## config.mk

```make
export PLATFORM = sky130hd
export DESIGN_NAME = flash_op_controller
export DESIGN_NICKNAME = d
export VERILOG_FILES = /design/src/flash_rc_pacer.sv /design/src/flash_op_controller.sv
export SDC_FILE = /design/constraint.sdc
export NUM_CORES = 1
export LEC_CHECK = 0
export BUFFER_PORTS_ARGS = -buffer_cell sky130_fd_sc_hd__buf_4
export CAP_MARGIN = 40
export CORE_UTILIZATION = 50
export CTS_CLUSTER_DIAMETER = 120
export DETAILED_ROUTE_END_ITERATION = 10
export GPL_TIMING_DRIVEN = 0
export PLACE_DENSITY = 0.81
export SYNTH_ARGS = -nofsm -noshare
export SYNTH_HDL_FRONTEND = slang
export SYNTH_SLANG_ARGS = --single-unit
```

## constraint.sdc

```tcl
create_clock -name clk -period 2.2 [get_ports clk]
set_clock_uncertainty 0.1 [all_clocks]
set_input_delay 0.33 -clock clk [delete_from_list [all_inputs] [get_ports clk]]
set_output_delay 0.33 -clock clk [all_outputs]
set_load 0.1 [all_outputs]
```

## src/flash_rc_pacer.sv

```systemverilog
// package with the flash map and timing defaults, and the pacer that stands in
// for the internal rc oscillator while program or erase pulses run.
// assumes one system clock; the oscillator is modelled as a tick enable.
`timescale 1ns/100ps

//==========================================================================
// package
//==========================================================================
package flash_ctl_pkg;
   localparam int WORD_W = 32;
   localparam int HADDR_W = 32;
   localparam int IDX_W = 14;                        // word index in one region
   localparam int ARR_ADDR_W = 15;                   // region bit plus word index
   localparam int PAGE_W = 6;                        // 64 user pages
   localparam int RAM_AW = 12;
   localparam int CNT_W = 16;
   localparam logic [31:0] USER_BASE = 32'h00000000;
   localparam logic [31:0] BOOT_BASE = 32'h1fff0000;
   localparam int USER_TOP = 15;                     // user byte address bits 15:0
   localparam int BOOT_TOP = 11;                     // four 1 KiB boot pages
   localparam int WORD_LSB = 2;
   localparam int PAGE_LSB = 10;                     // byte bit of the page index
   localparam int PAGE_IDX_LSB = PAGE_LSB - WORD_LSB; // same bit in word index
   localparam logic [31:0] ERASED_WORD = 32'hffffffff;
   localparam logic [1:0] HTRANS_NONSEQ = 2'h2;
   localparam logic HRESP_OKAY = 1'h0;
   localparam logic HRESP_ERROR = 1'h1;
   localparam int DEF_RC_DIV = 4;                    // system clocks per rc tick
   localparam int DEF_OSC_SETTLE = 8;                // rc ticks before first pulse
   localparam int DEF_PROG_TICKS = 8;
   localparam int DEF_ERASE_TICKS = 32;

   // map a bus address onto the array: {hit, region, word index}
   function automatic logic [ARR_ADDR_W:0] flash_map(input logic [HADDR_W-1:0] a);
      logic [ARR_ADDR_W:0] r;
      r = '0;
      if (a[HADDR_W-1:USER_TOP+1] == USER_BASE[HADDR_W-1:USER_TOP+1]) begin
         r = {1'h1, 1'h0, a[USER_TOP:WORD_LSB]};
      end else if (a[HADDR_W-1:BOOT_TOP+1] == BOOT_BASE[HADDR_W-1:BOOT_TOP+1]) begin
         r = {1'h1, 1'h1, {(IDX_W-BOOT_TOP+WORD_LSB-1){1'h0}}, a[BOOT_TOP:WORD_LSB]};
      end
      return r;
   endfunction : flash_map
endpackage : flash_ctl_pkg

//==========================================================================
// rc oscillator pacer
//==========================================================================
module flash_rc_pacer import flash_ctl_pkg::*; #(
   parameter int RC_DIV = DEF_RC_DIV,
   parameter int OSC_SETTLE = DEF_OSC_SETTLE
) (
   // clock and reset
   input wire logic clk,
   input wire logic resetn,
   // request from the sequencer
   input wire logic osc_on,
   // oscillator state
   output logic rc_osc_en,
   output logic osc_ready,
   output logic rc_tick
);
   logic [CNT_W-1:0] div_r, div_nxt;
   logic [CNT_W-1:0] settle_r, settle_nxt;
   logic en_r, en_nxt;

   // refuse pacing values that the counters cannot hold
   if (RC_DIV < 1 || RC_DIV >= 2**CNT_W) begin : g_bad_div
      $error("RC_DIV out of range");
   end
   if (OSC_SETTLE < 1 || OSC_SETTLE >= 2**CNT_W) begin : g_bad_settle
      $error("OSC_SETTLE out of range");
   end

   // divider only runs while the oscillator is on, so no tick leaks out idle
   always_comb begin
      en_nxt = osc_on;
      div_nxt = div_r;
      settle_nxt = settle_r;
      rc_tick = 1'h0;
      if (!en_r) begin
         div_nxt = '0;
         settle_nxt = '0;
      end else if (div_r == CNT_W'(RC_DIV - 1)) begin
         div_nxt = '0;
         rc_tick = 1'h1;
         if (settle_r != CNT_W'(OSC_SETTLE)) settle_nxt = settle_r + 1'h1;
      end else begin
         div_nxt = div_r + 1'h1;
      end
   end

   always_ff @(posedge clk) begin
      if (!resetn) begin
         en_r <= 1'h0;
         div_r <= '0;
         settle_r <= '0;
      end else begin
         en_r <= en_nxt;
         div_r <= div_nxt;
         settle_r <= settle_nxt;
      end
   end

   assign rc_osc_en = en_r;
   assign osc_ready = en_r && (settle_r == CNT_W'(OSC_SETTLE));
endmodule : flash_rc_pacer

```

## src/flash_op_controller.sv

```systemverilog
// embedded flash controller: ahb read path and word program / page erase sequencer.
// assumes an array with one-cycle read latency and a ram with one-cycle latency.
`timescale 1ns/100ps

module flash_op_controller import flash_ctl_pkg::*; #(
   parameter int RC_DIV = DEF_RC_DIV,
   parameter int OSC_SETTLE = DEF_OSC_SETTLE,
   parameter int PROG_TICKS = DEF_PROG_TICKS,
   parameter int ERASE_TICKS = DEF_ERASE_TICKS
) (
   // clock and reset
   input wire logic clk,
   input wire logic resetn,
   // ahb slave
   input wire logic hsel,
   input wire logic [HADDR_W-1:0] haddr,
   input wire logic [1:0] htrans,
   input wire logic hwrite,
   input wire logic [2:0] hsize,
   input wire logic hready,
   output logic hreadyout,
   output logic hresp,
   output logic [WORD_W-1:0] hrdata,
   // operation request
   input wire logic op_req,
   input wire logic op_erase,
   input wire logic [HADDR_W-1:0] op_addr,
   input wire logic [RAM_AW-1:0] op_ram_addr,
   output logic op_ack,
   output logic op_done,
   output logic busy,
   output logic program_error_flag,
   input wire logic err_clr,
   output logic cpu_stall,
   // ram read port
   output logic ram_rd,
   output logic [RAM_AW-1:0] ram_addr,
   input wire logic [WORD_W-1:0] ram_rdata,
   // array port
   output logic arr_rd,
   output logic [ARR_ADDR_W-1:0] arr_addr,
   input wire logic [WORD_W-1:0] arr_rdata,
   output logic arr_prog,
   output logic [WORD_W-1:0] arr_wdata,
   output logic arr_erase,
   output logic arr_page_boot,
   output logic [PAGE_W-1:0] arr_page,
   // oscillator
   output logic internal_rc_oscillator
);
   typedef enum logic [2:0] {A_IDLE, A_WAIT, A_CAPT, A_DONE, A_ERR1, A_ERR2} ahb_st_t;
   typedef enum logic [2:0] {S_IDLE, S_RAM, S_RAMD, S_CHK, S_CHKD, S_OSC, S_PULSE,
                             S_FIN} seq_st_t;

   // pulse lengths must fit the tick counter
   if (PROG_TICKS < 1 || PROG_TICKS >= 2**CNT_W) begin : g_bad_prog
      $error("PROG_TICKS out of range");
   end
   if (ERASE_TICKS < 1 || ERASE_TICKS >= 2**CNT_W) begin : g_bad_erase
      $error("ERASE_TICKS out of range");
   end

   //=======================================================================
   // ahb read path
   //=======================================================================
   ahb_st_t ahb_r, ahb_nxt;
   logic [ARR_ADDR_W-1:0] raddr_r, raddr_nxt;
   logic [WORD_W-1:0] hrdata_r, hrdata_nxt;
   logic [ARR_ADDR_W:0] hmap;
   logic accept;
   logic rd_req;
   logic busy_w;

   assign hmap = flash_map(haddr);
   assign accept = hsel && hready && (htrans == HTRANS_NONSEQ || htrans[1]);

   // hsize is ignored: the array always hands back a whole word
   always_comb begin
      ahb_nxt = ahb_r;
      raddr_nxt = raddr_r;
      hrdata_nxt = hrdata_r;
      rd_req = 1'h0;
      case (ahb_r)
         A_IDLE, A_DONE, A_ERR2: begin
            ahb_nxt = A_IDLE;
            if (accept) begin
               raddr_nxt = hmap[ARR_ADDR_W-1:0];
               // bus writes never reach the array: error answer
               if (hwrite || !hmap[ARR_ADDR_W]) ahb_nxt = A_ERR1;
               else ahb_nxt = A_WAIT;
            end
         end
         A_WAIT: begin
            // parked here while an operation owns the array
            if (!busy_w) begin
               rd_req = 1'h1;
               ahb_nxt = A_CAPT;
            end
         end
         A_CAPT: begin
            hrdata_nxt = arr_rdata;
            ahb_nxt = A_DONE;
         end
         A_ERR1: ahb_nxt = A_ERR2;
         default: ahb_nxt = A_IDLE;
      endcase
   end

   always_ff @(posedge clk) begin
      if (!resetn) begin
         ahb_r <= A_IDLE;
         raddr_r <= '0;
         hrdata_r <= '0;
      end else begin
         ahb_r <= ahb_nxt;
         raddr_r <= raddr_nxt;
         hrdata_r <= hrdata_nxt;
      end
   end

   assign hreadyout = (ahb_r == A_IDLE) || (ahb_r == A_DONE) || (ahb_r == A_ERR2);
   assign hresp = (ahb_r == A_ERR1 || ahb_r == A_ERR2) ? HRESP_ERROR : HRESP_OKAY;
   assign hrdata = hrdata_r;

   //=======================================================================
   // program / erase sequencer
   //=======================================================================
   seq_st_t seq_r, seq_nxt;
   logic erase_r, erase_nxt;
   logic [ARR_ADDR_W-1:0] oaddr_r, oaddr_nxt;
   logic [RAM_AW-1:0] raddr_ram_r, raddr_ram_nxt;
   logic [WORD_W-1:0] wdata_r, wdata_nxt;
   logic [CNT_W-1:0] cnt_r, cnt_nxt;
   logic err_r, err_nxt;
   logic err_set;
   logic [ARR_ADDR_W:0] omap;
   logic osc_on;
   logic osc_ready;
   logic rc_tick;
   logic [CNT_W-1:0] pulse_last;

   assign omap = flash_map(op_addr);
   assign pulse_last = erase_r ? CNT_W'(ERASE_TICKS - 1) : CNT_W'(PROG_TICKS - 1);

   // a start is refused only in the one cycle a bus read takes the array
   always_comb begin
      seq_nxt = seq_r;
      erase_nxt = erase_r;
      oaddr_nxt = oaddr_r;
      raddr_ram_nxt = raddr_ram_r;
      wdata_nxt = wdata_r;
      cnt_nxt = cnt_r;
      err_set = 1'h0;
      op_ack = 1'h0;
      case (seq_r)
         S_IDLE: begin
            if (op_req && !rd_req) begin
               op_ack = 1'h1;
               erase_nxt = op_erase;
               oaddr_nxt = omap[ARR_ADDR_W-1:0];
               raddr_ram_nxt = op_ram_addr;
               if (!omap[ARR_ADDR_W]) begin
                  err_set = 1'h1;                         // illegal address
                  seq_nxt = S_FIN;
               end else if (op_erase) begin
                  seq_nxt = S_OSC;
               end else begin
                  seq_nxt = S_RAM;
               end
            end
         end
         S_RAM: seq_nxt = S_RAMD;
         S_RAMD: begin
            wdata_nxt = ram_rdata;
            seq_nxt = S_CHK;
         end
         S_CHK: seq_nxt = S_CHKD;
         S_CHKD: begin
            if (arr_rdata != ERASED_WORD) begin
               err_set = 1'h1;
               seq_nxt = S_FIN;
            end else begin
               seq_nxt = S_OSC;
            end
         end
         S_OSC: begin
            cnt_nxt = '0;
            if (osc_ready) seq_nxt = S_PULSE;
         end
         S_PULSE: begin
            // pulse length counted in rc ticks, not system clocks
            if (rc_tick) begin
               cnt_nxt = cnt_r + 1'h1;
               if (cnt_r == pulse_last) seq_nxt = S_FIN;
            end
         end
         S_FIN: seq_nxt = S_IDLE;
         default: seq_nxt = S_IDLE;
      endcase
      // a new error wins over a clear in the same cycle
      if (err_set) err_nxt = 1'h1;
      else if (err_clr) err_nxt = 1'h0;
      else err_nxt = err_r;
   end

   always_ff @(posedge clk) begin
      if (!resetn) begin
         seq_r <= S_IDLE;
         erase_r <= 1'h0;
         oaddr_r <= '0;
         raddr_ram_r <= '0;
         wdata_r <= '0;
         cnt_r <= '0;
         err_r <= 1'h0;
      end else begin
         seq_r <= seq_nxt;
         erase_r <= erase_nxt;
         oaddr_r <= oaddr_nxt;
         raddr_ram_r <= raddr_ram_nxt;
         wdata_r <= wdata_nxt;
         cnt_r <= cnt_nxt;
         err_r <= err_nxt;
      end
   end

   // busy from start to finish; only the cpu is stalled, the rest keeps clk
   assign busy_w = (seq_r != S_IDLE);
   assign busy = busy_w;
   assign cpu_stall = busy_w;
   assign op_done = (seq_r == S_FIN);
   assign program_error_flag = err_r;
   assign osc_on = (seq_r == S_OSC) || (seq_r == S_PULSE);

   //=======================================================================
   // array and ram ports
   //=======================================================================
   assign ram_rd = (seq_r == S_RAM);
   assign ram_addr = raddr_ram_r;
   assign arr_rd = rd_req || (seq_r == S_CHK);
   assign arr_addr = busy_w ? oaddr_r : raddr_r;
   assign arr_wdata = wdata_r;
   assign arr_prog = (seq_r == S_PULSE) && !erase_r;
   assign arr_erase = (seq_r == S_PULSE) && erase_r;
   assign arr_page_boot = oaddr_r[ARR_ADDR_W-1];
   assign arr_page = oaddr_r[IDX_W-1:PAGE_IDX_LSB];

   flash_rc_pacer #(
      .RC_DIV(RC_DIV),
      .OSC_SETTLE(OSC_SETTLE)
   ) u_pacer (
      .clk(clk),
      .resetn(resetn),
      .osc_on(osc_on),
      .rc_osc_en(internal_rc_oscillator),
      .osc_ready(osc_ready),
      .rc_tick(rc_tick)
   );
endmodule : flash_op_controller

```

### Word level (Yosys, flattened, before mapping)

Index checks and enable logic that the tools add are counted.

| word-level totals | value |
|---|---|
| flip-flop bits (word level) | 163 |
| latch bits | 0 |
| bits in writable memories | 0 |
| bits in read-only memories | 0 |
| bits of input ports | 153 |
| output and inout port bits | 110 |
| logic and storage cells | 107 |
| memories | 0 |

| cells by class | value |
|---|---|
| add/subtract/negate cells | 3 |
| multiply operators | 0 |
| div/mod/pow operators | 0 |
| magnitude comparators | 0 |
| equality and inequality tests | 25 |
| shift-type cells | 0 |
| mux-type cells | 33 |
| bitwise gates (word level) | 2 |
| reduce and logical (&&, ||, !) cells | 31 |

Operators with widths:

| kind | count |
|---|---|
| $mux 16 | 5 |
| $add 16x1->16 const B | 3 |
| $eq 20x17->1 const B | 2 |
| $logic_not 16->1 | 2 |
| $ne 32x32->1 const B | 1 |
| $pmux 16 s2 | 1 |
| $mux 3 | 9 |
| $pmux 3 s8 | 1 |
| $eq 3x3->1 const B | 6 |
| $eq 16x2->1 const B | 1 |
| $eq 16x4->1 const B | 1 |
| $eq 16x5->1 | 1 |
| $ne 16x4->1 const B | 1 |
| $mux 15 | 1 |
| $eq 3x2->1 const B | 4 |
| $mux 1 | 12 |
| $pmux 3 s4 | 1 |
| $ne 2x2->1 const B | 5 |
| $reduce_and 2->1 | 5 |
| $logic_or 1x1->1 | 7 |
| $eq 3x1->1 const B | 2 |
| $logic_and 1x1->1 | 6 |
| $logic_not 3->1 | 2 |
| $reduce_or 3->1 | 2 |
| 9 further kinds | 13 |

### Longest topological paths before layout

| depth | value |
|---|---|
| depth in word-level cells | 8 |
| gate-level depth with buffers | 9 |
| gate-level depth less buffers | 8 |

### By module

From an unflattened synthesis, not the netlist that was laid out.

| second synthesis, totals | value |
|---|---|
| cell total of the unflattened synthesis | 893 |
| area, all modules | 7528.5 µm² |

Modules (own cells, without submodules):

| module | instances | cells an instance | area an instance (µm²) | seq. area each (µm²) |
|---|---|---|---|---|
| flash_op_controller | 1 | 697 | 5805.6 | 2602.5 |
| flash_rc_pacer | 1 | 196 | 1722.9 | 660.6 |

### Worst setup path before layout

Ideal clock, no wire load.

| path | value |
|---|---|
| path kind | register to register |
| start point | register seq_r[0] |
| end point | register seq_r[2] |
| library setup time | 0.122 ns |
| arrival time | 3.270 ns |
| data required time | 1.978 ns |
| path slack | -1.292 ns |
| cell stages (with the launch flop) | 5 |
| buffers on the path | 1 |
| period minus slack after synthesis | 3.492 ns |
| path through | dfxtp_1 clkbuf_1 nor3b_1 nor2_1 o311a_1 |

| on the way | value |
|---|---|
| elaborated cells on any way between the ends | 19 |
| classes of those cells | 11 x eq/ne; 3 x mux; 5 x reduce/logical |

RTL lines:

| element | RTL line | source |
|---|---|---|
| start, declared | flash_op_controller.sv:128 | `seq_st_t seq_r, seq_nxt;` |
| start signal, assigned | flash_op_controller.sv:216 | `seq_r <= seq_nxt;` |
| $eq 3x1->1 | n/a |  |
| named net ram_rd | flash_op_controller.sv:36 | `output logic ram_rd,` |
| $pmux 3 s8 | flash_op_controller.sv:155 | `case (seq_r)` |

The timed path passes the listed nets, and every way through them passes these cells.
A chain may end at the register's enable or synchronous reset.

### Worst setup path in the final report

| path | value |
|---|---|
| start point | register seq_r[0] |
| end point | output port op_ack |

| on the way | value |
|---|---|
| cells in the longest elaborated chain, start to end | 7 |
| elaborated cells on any way between the ends | 8 |
| classes of those cells | 4 x mux; 4 x reduce/logical |

Ends and longest elaborated chain:

| element | RTL line | source |
|---|---|---|
| $reduce_bool 3->1 | flash_op_controller.sv:227 | `assign busy_w = (seq_r != S_IDLE);` |
| $mux 1 | flash_op_controller.sv:95 | `if (!busy_w) begin` |
| $mux 1 | flash_op_controller.sv:83 | `case (ahb_r)` |
| $logic_not 1->1 | flash_op_controller.sv:157 | `if (op_req && !rd_req) begin` |
| $logic_and 1x1->1 | flash_op_controller.sv:157 |  |
| $mux 1 | flash_op_controller.sv:157 |  |
| $mux 1 (*) | flash_op_controller.sv:155 |  |
| end, declared | flash_op_controller.sv:29 | `output logic op_ack,` |

Every way passes the cells marked *; elsewhere a longest branch is shown, timed or not.

==> run metrics <==
outcome=complete, no violations; actual slew at the worst max-slew pin=around 0.76 ns; area leader, netlist=dfxtp_1; Total Neg Setup Slack=0 ns; Cell Chain, Critical Path=nor3_4, buf_6, nand3_2, inv_8, buf_8; synthesized instance count=around 880; total of endpoints with negative setup slack in the final report=0; initial core utilization=0.515; top post-synthesis cells by area=dfxtp_1, nand2_1, a21boi_0; slowest cell on the critical path=dfxtp_2; Max-cap violations=0; Final #Nets=1325; kind of critical path=reg2out; headroom to the max-slew limit=0.491; number of antenna violations at the first check in global routing=0; EDFF count, synth=0; worst skew pair latency=roughly 0.43 ns; half-perimeter wire length of the detailed placement result=about 15 mm; Commonest cells post-synth=nand2_1, dfxtp_1, a21boi_0; power density normalized to cell area=1090 nW/um^2; finished layout cell area=between 10000 and 15000 um^2; Critical Path AT=1.74 ns; logic gate share of total power=0.423; largest family of logic cells by synthesized area=simple AND/OR/NAND/NOR gates; share of synthesized area spent on multiplexers=0; total standard cell area after synthesis=between 7000 and 8000 um^2; gr ovfl total=0; boundary pin count=between 200 and 300; Net Sw Frac=0.414; warnings from Yosys=0; Clock Root Buffer=clkbuf_16; unrepaired setup endpoints after global routing=true; Placement Cell Area=approximately 9400 um^2; Die Y=about 120 um; cell leakage power=approximately 4.3 nW; worst setup timing slack at the placement stage=-0.388 ns; worst hold start=ram_rdata[31]; largest net degree at the start of global routing=20; required time of the critical path=about 1.8 ns; Reg area=between 3000 and 4000 um^2; via count=7238; multi-input combinational cell area=3840 um^2; post-synthesis compound-gate area fraction=0.146; FFs w/ async S/R, synth=0; area of the placeable core=13900 um^2; worst path setup slack after routing=between 0.02 and 0.03 ns; sequential area share after synthesis=0.454; count of pins over their slew limit=0; placed instance count=roughly 1300; CP Launch Type=flop; hold path depth=3; Post-Layout Cell Count=~1400; clock transition time at the flip-flop clock pins of the worst setup and hold paths=~0.06 ns; per-instance average area after synthesis=a little over 8 um^2; hold worst-path end=arr_wdata[31]; basic-gate share of the synthesized area counting and, or, nand and nor cells=0.301; synth-to-layout area growth=48.4%; Hold Path Class=in2reg; setup slack on the worst flop-to-flop path=~0.11 ns; most numerous cell in the Yosys netlist=nand2_1; first-pass GRT wire length=32.1 mm; number of buffers added on ports=between 200 and 300; reported net switching power=just under 5 mW; die outline area=about 15000 um^2; DR iter-0 viols=around 500; cts bufs inserted=17; Total Routed Length=between 20 and 25 mm; area share of the largest cell type after synthesis=0.454; startpoint of the lowest-slack register-to-register path=u_pacer.div_r[0]; placer's final routability congestion estimate=~0.85; portion of the clock cycle consumed by the worst path in the final layout=0.987; most instantiated flip-flop cell in the synthesis netlist=dfxtp_1; number of unique standard cell types used by synthesis=57; Finished Core Util=0.765; fraction of layout cells with a size suffix above 1=0.335; routed length per placed instance=between 15 and 20 um; number of hold violations in the final report=0; vias in the first global route=6546; crit path time final=roughly 2.2 ns; number of clock sinks=between 150 and 200; number of buffers on the longest clock path=2; top fanout value on the critical path=12; path depth of the worst reg2reg path=7; post-synthesis sequential element count=163; layout filler cell count=between 900 and 1000; overall global routing resource usage=0.280; Synth Net Count=between 1000 and 1500; count of H-tree levels built during CTS=4; Row Count=43; Post-Synth Adder-Cell Area=0.00697; DRT antenna net count=0; Detailed Routing Iterations Pass 1=6; largest voltage drop on the vdd net=0.626 mV; nature of the critical path endpoint=output pin; internal power=6.81 mW; number of diodes added for antenna fixing=0; achievable clock frequency=roughly 460 MHz; Chip Width=~120 um; final routed DRC violation total=0; fraction of power consumed by the clock network=0.283; peak per-stage delay on the critical path=between 0.3 and 0.4 ns; xor/xnor share of the synthesized area=0.0476; vias per cell=between 5 and 6; endpoint of the worst register-to-register path=seq_r[1]; TritonCTS clock tree=built; part of the total power dissipated in sequential elements=0.294
==> critical path, delay by kind of cell (launching register included) <==
family | cells | cell delay (ns)
AND/OR/NAND/NOR | 2 | 0.43
buffers and inverters | 3 | 0.51
flip-flops | 1 | 0.37
==> metrics by stage <==
step,power [mW],hold WS (ns)
final,11.6,0.0452
after global routing,12.0,0.0358
after CTS,11.3,0.0368
after detailed placement,7.63,0.335
after global placement,7.59,0.327
after floorplan,6.59,0.313
==> cells by family (layout without fill, tap and decap cells) <==
group                      count (synthesis)  count (layout)
and+or+nand+nor                          461             461
xor gates and xnor gates                  39              39
buffers and inverters                     68             370
DFF                                      163             163
AOI/OAI and AO/OA                        143             143
adders and majority gates                  4               4
==> cell type report <==
class	instances	area share
Tap cell	180	0.0211
Timing Repair Buffer	275	0.217
Inverter	13	0.00575
Sequential cell	163	0.307
Clock inverter	10	0.0194
Clock buffer	21	0.0413
Buffer	51	0.0282
Multi-Input combinational cell	647	0.360
==> power by group through the flow <==
stage	logic [mW]	registers, mW	clock network [mW]
after floorplan	1.76	4.83	0
after global placement	4.15	3.44	0
after detailed placement	4.18	3.45	0
after CTS	4.58	3.40	3.31
after global routing	5.13	3.45	3.45
final	4.91	3.42	3.30
==> registers in the layout, summed over array words and instances, names as in the netlist <==
name                count
cnt_r                  16
ahb_r                   3
oaddr_r                15
u_pacer.rc_osc_en       1
seq_r                   3
erase_r                 1
arr_wdata              32
hrdata                 32
u_pacer.settle_r       16
raddr_r                15
ram_addr               12
u_pacer.div_r          16
program_error_flag      1
==> metal layers <==
| metal | routed length, um | track usage | vias up |
|---|---|---|---|
| met1 | 8500 | 0.324 | 3405 |
| li1 | - | - | 3546 |
| met5 | 0 | 0 | - |
| met3 | 1210 | 0.0637 | 53 |
| met2 | 11200 | 0.490 | 234 |
| met4 | 775 | 0.129 | 0 |
==> timing repair <==
item / 4_1_cts / 5_1_grt
hold buffers: 0 / 0
gates resized for setup: 68 / 55
gates cloned: 1 / 1
setup endpoints to repair: 37 / 67
buffers inserted: 9 / 11
pin swaps: 3 / 6
==> layout by cell type (no fill, tap or decap), types with 22 or more instances in the layout <==
master      n
a21boi_1   22
xor2_1     25
nand2_1   222
a21boi_0   61
nand4_1    29
buf_4     260
nor2_1     53
dfxtp_1   156
clkbuf_1   30
nand3_1    24
==> how the worst max path moves through the flow <==
stage / start / end / slack [ns] / cells past startpoint
after CTS: seq_r[2] / arr_addr[11] / -0.003 / 8
after global routing: seq_r[0] / op_ack / -0.06 / 5
after detailed placement: seq_r[2] / arr_addr[10] / -0.39 / 7
after global placement: seq_r[2] / arr_addr[10] / -0.36 / 7
final: seq_r[0] / op_ack / 0.03 / 5
after floorplan: seq_r[2] / arr_addr[0] / 0.002 / 5
Note: power is estimated with default switching activity, not from simulation.
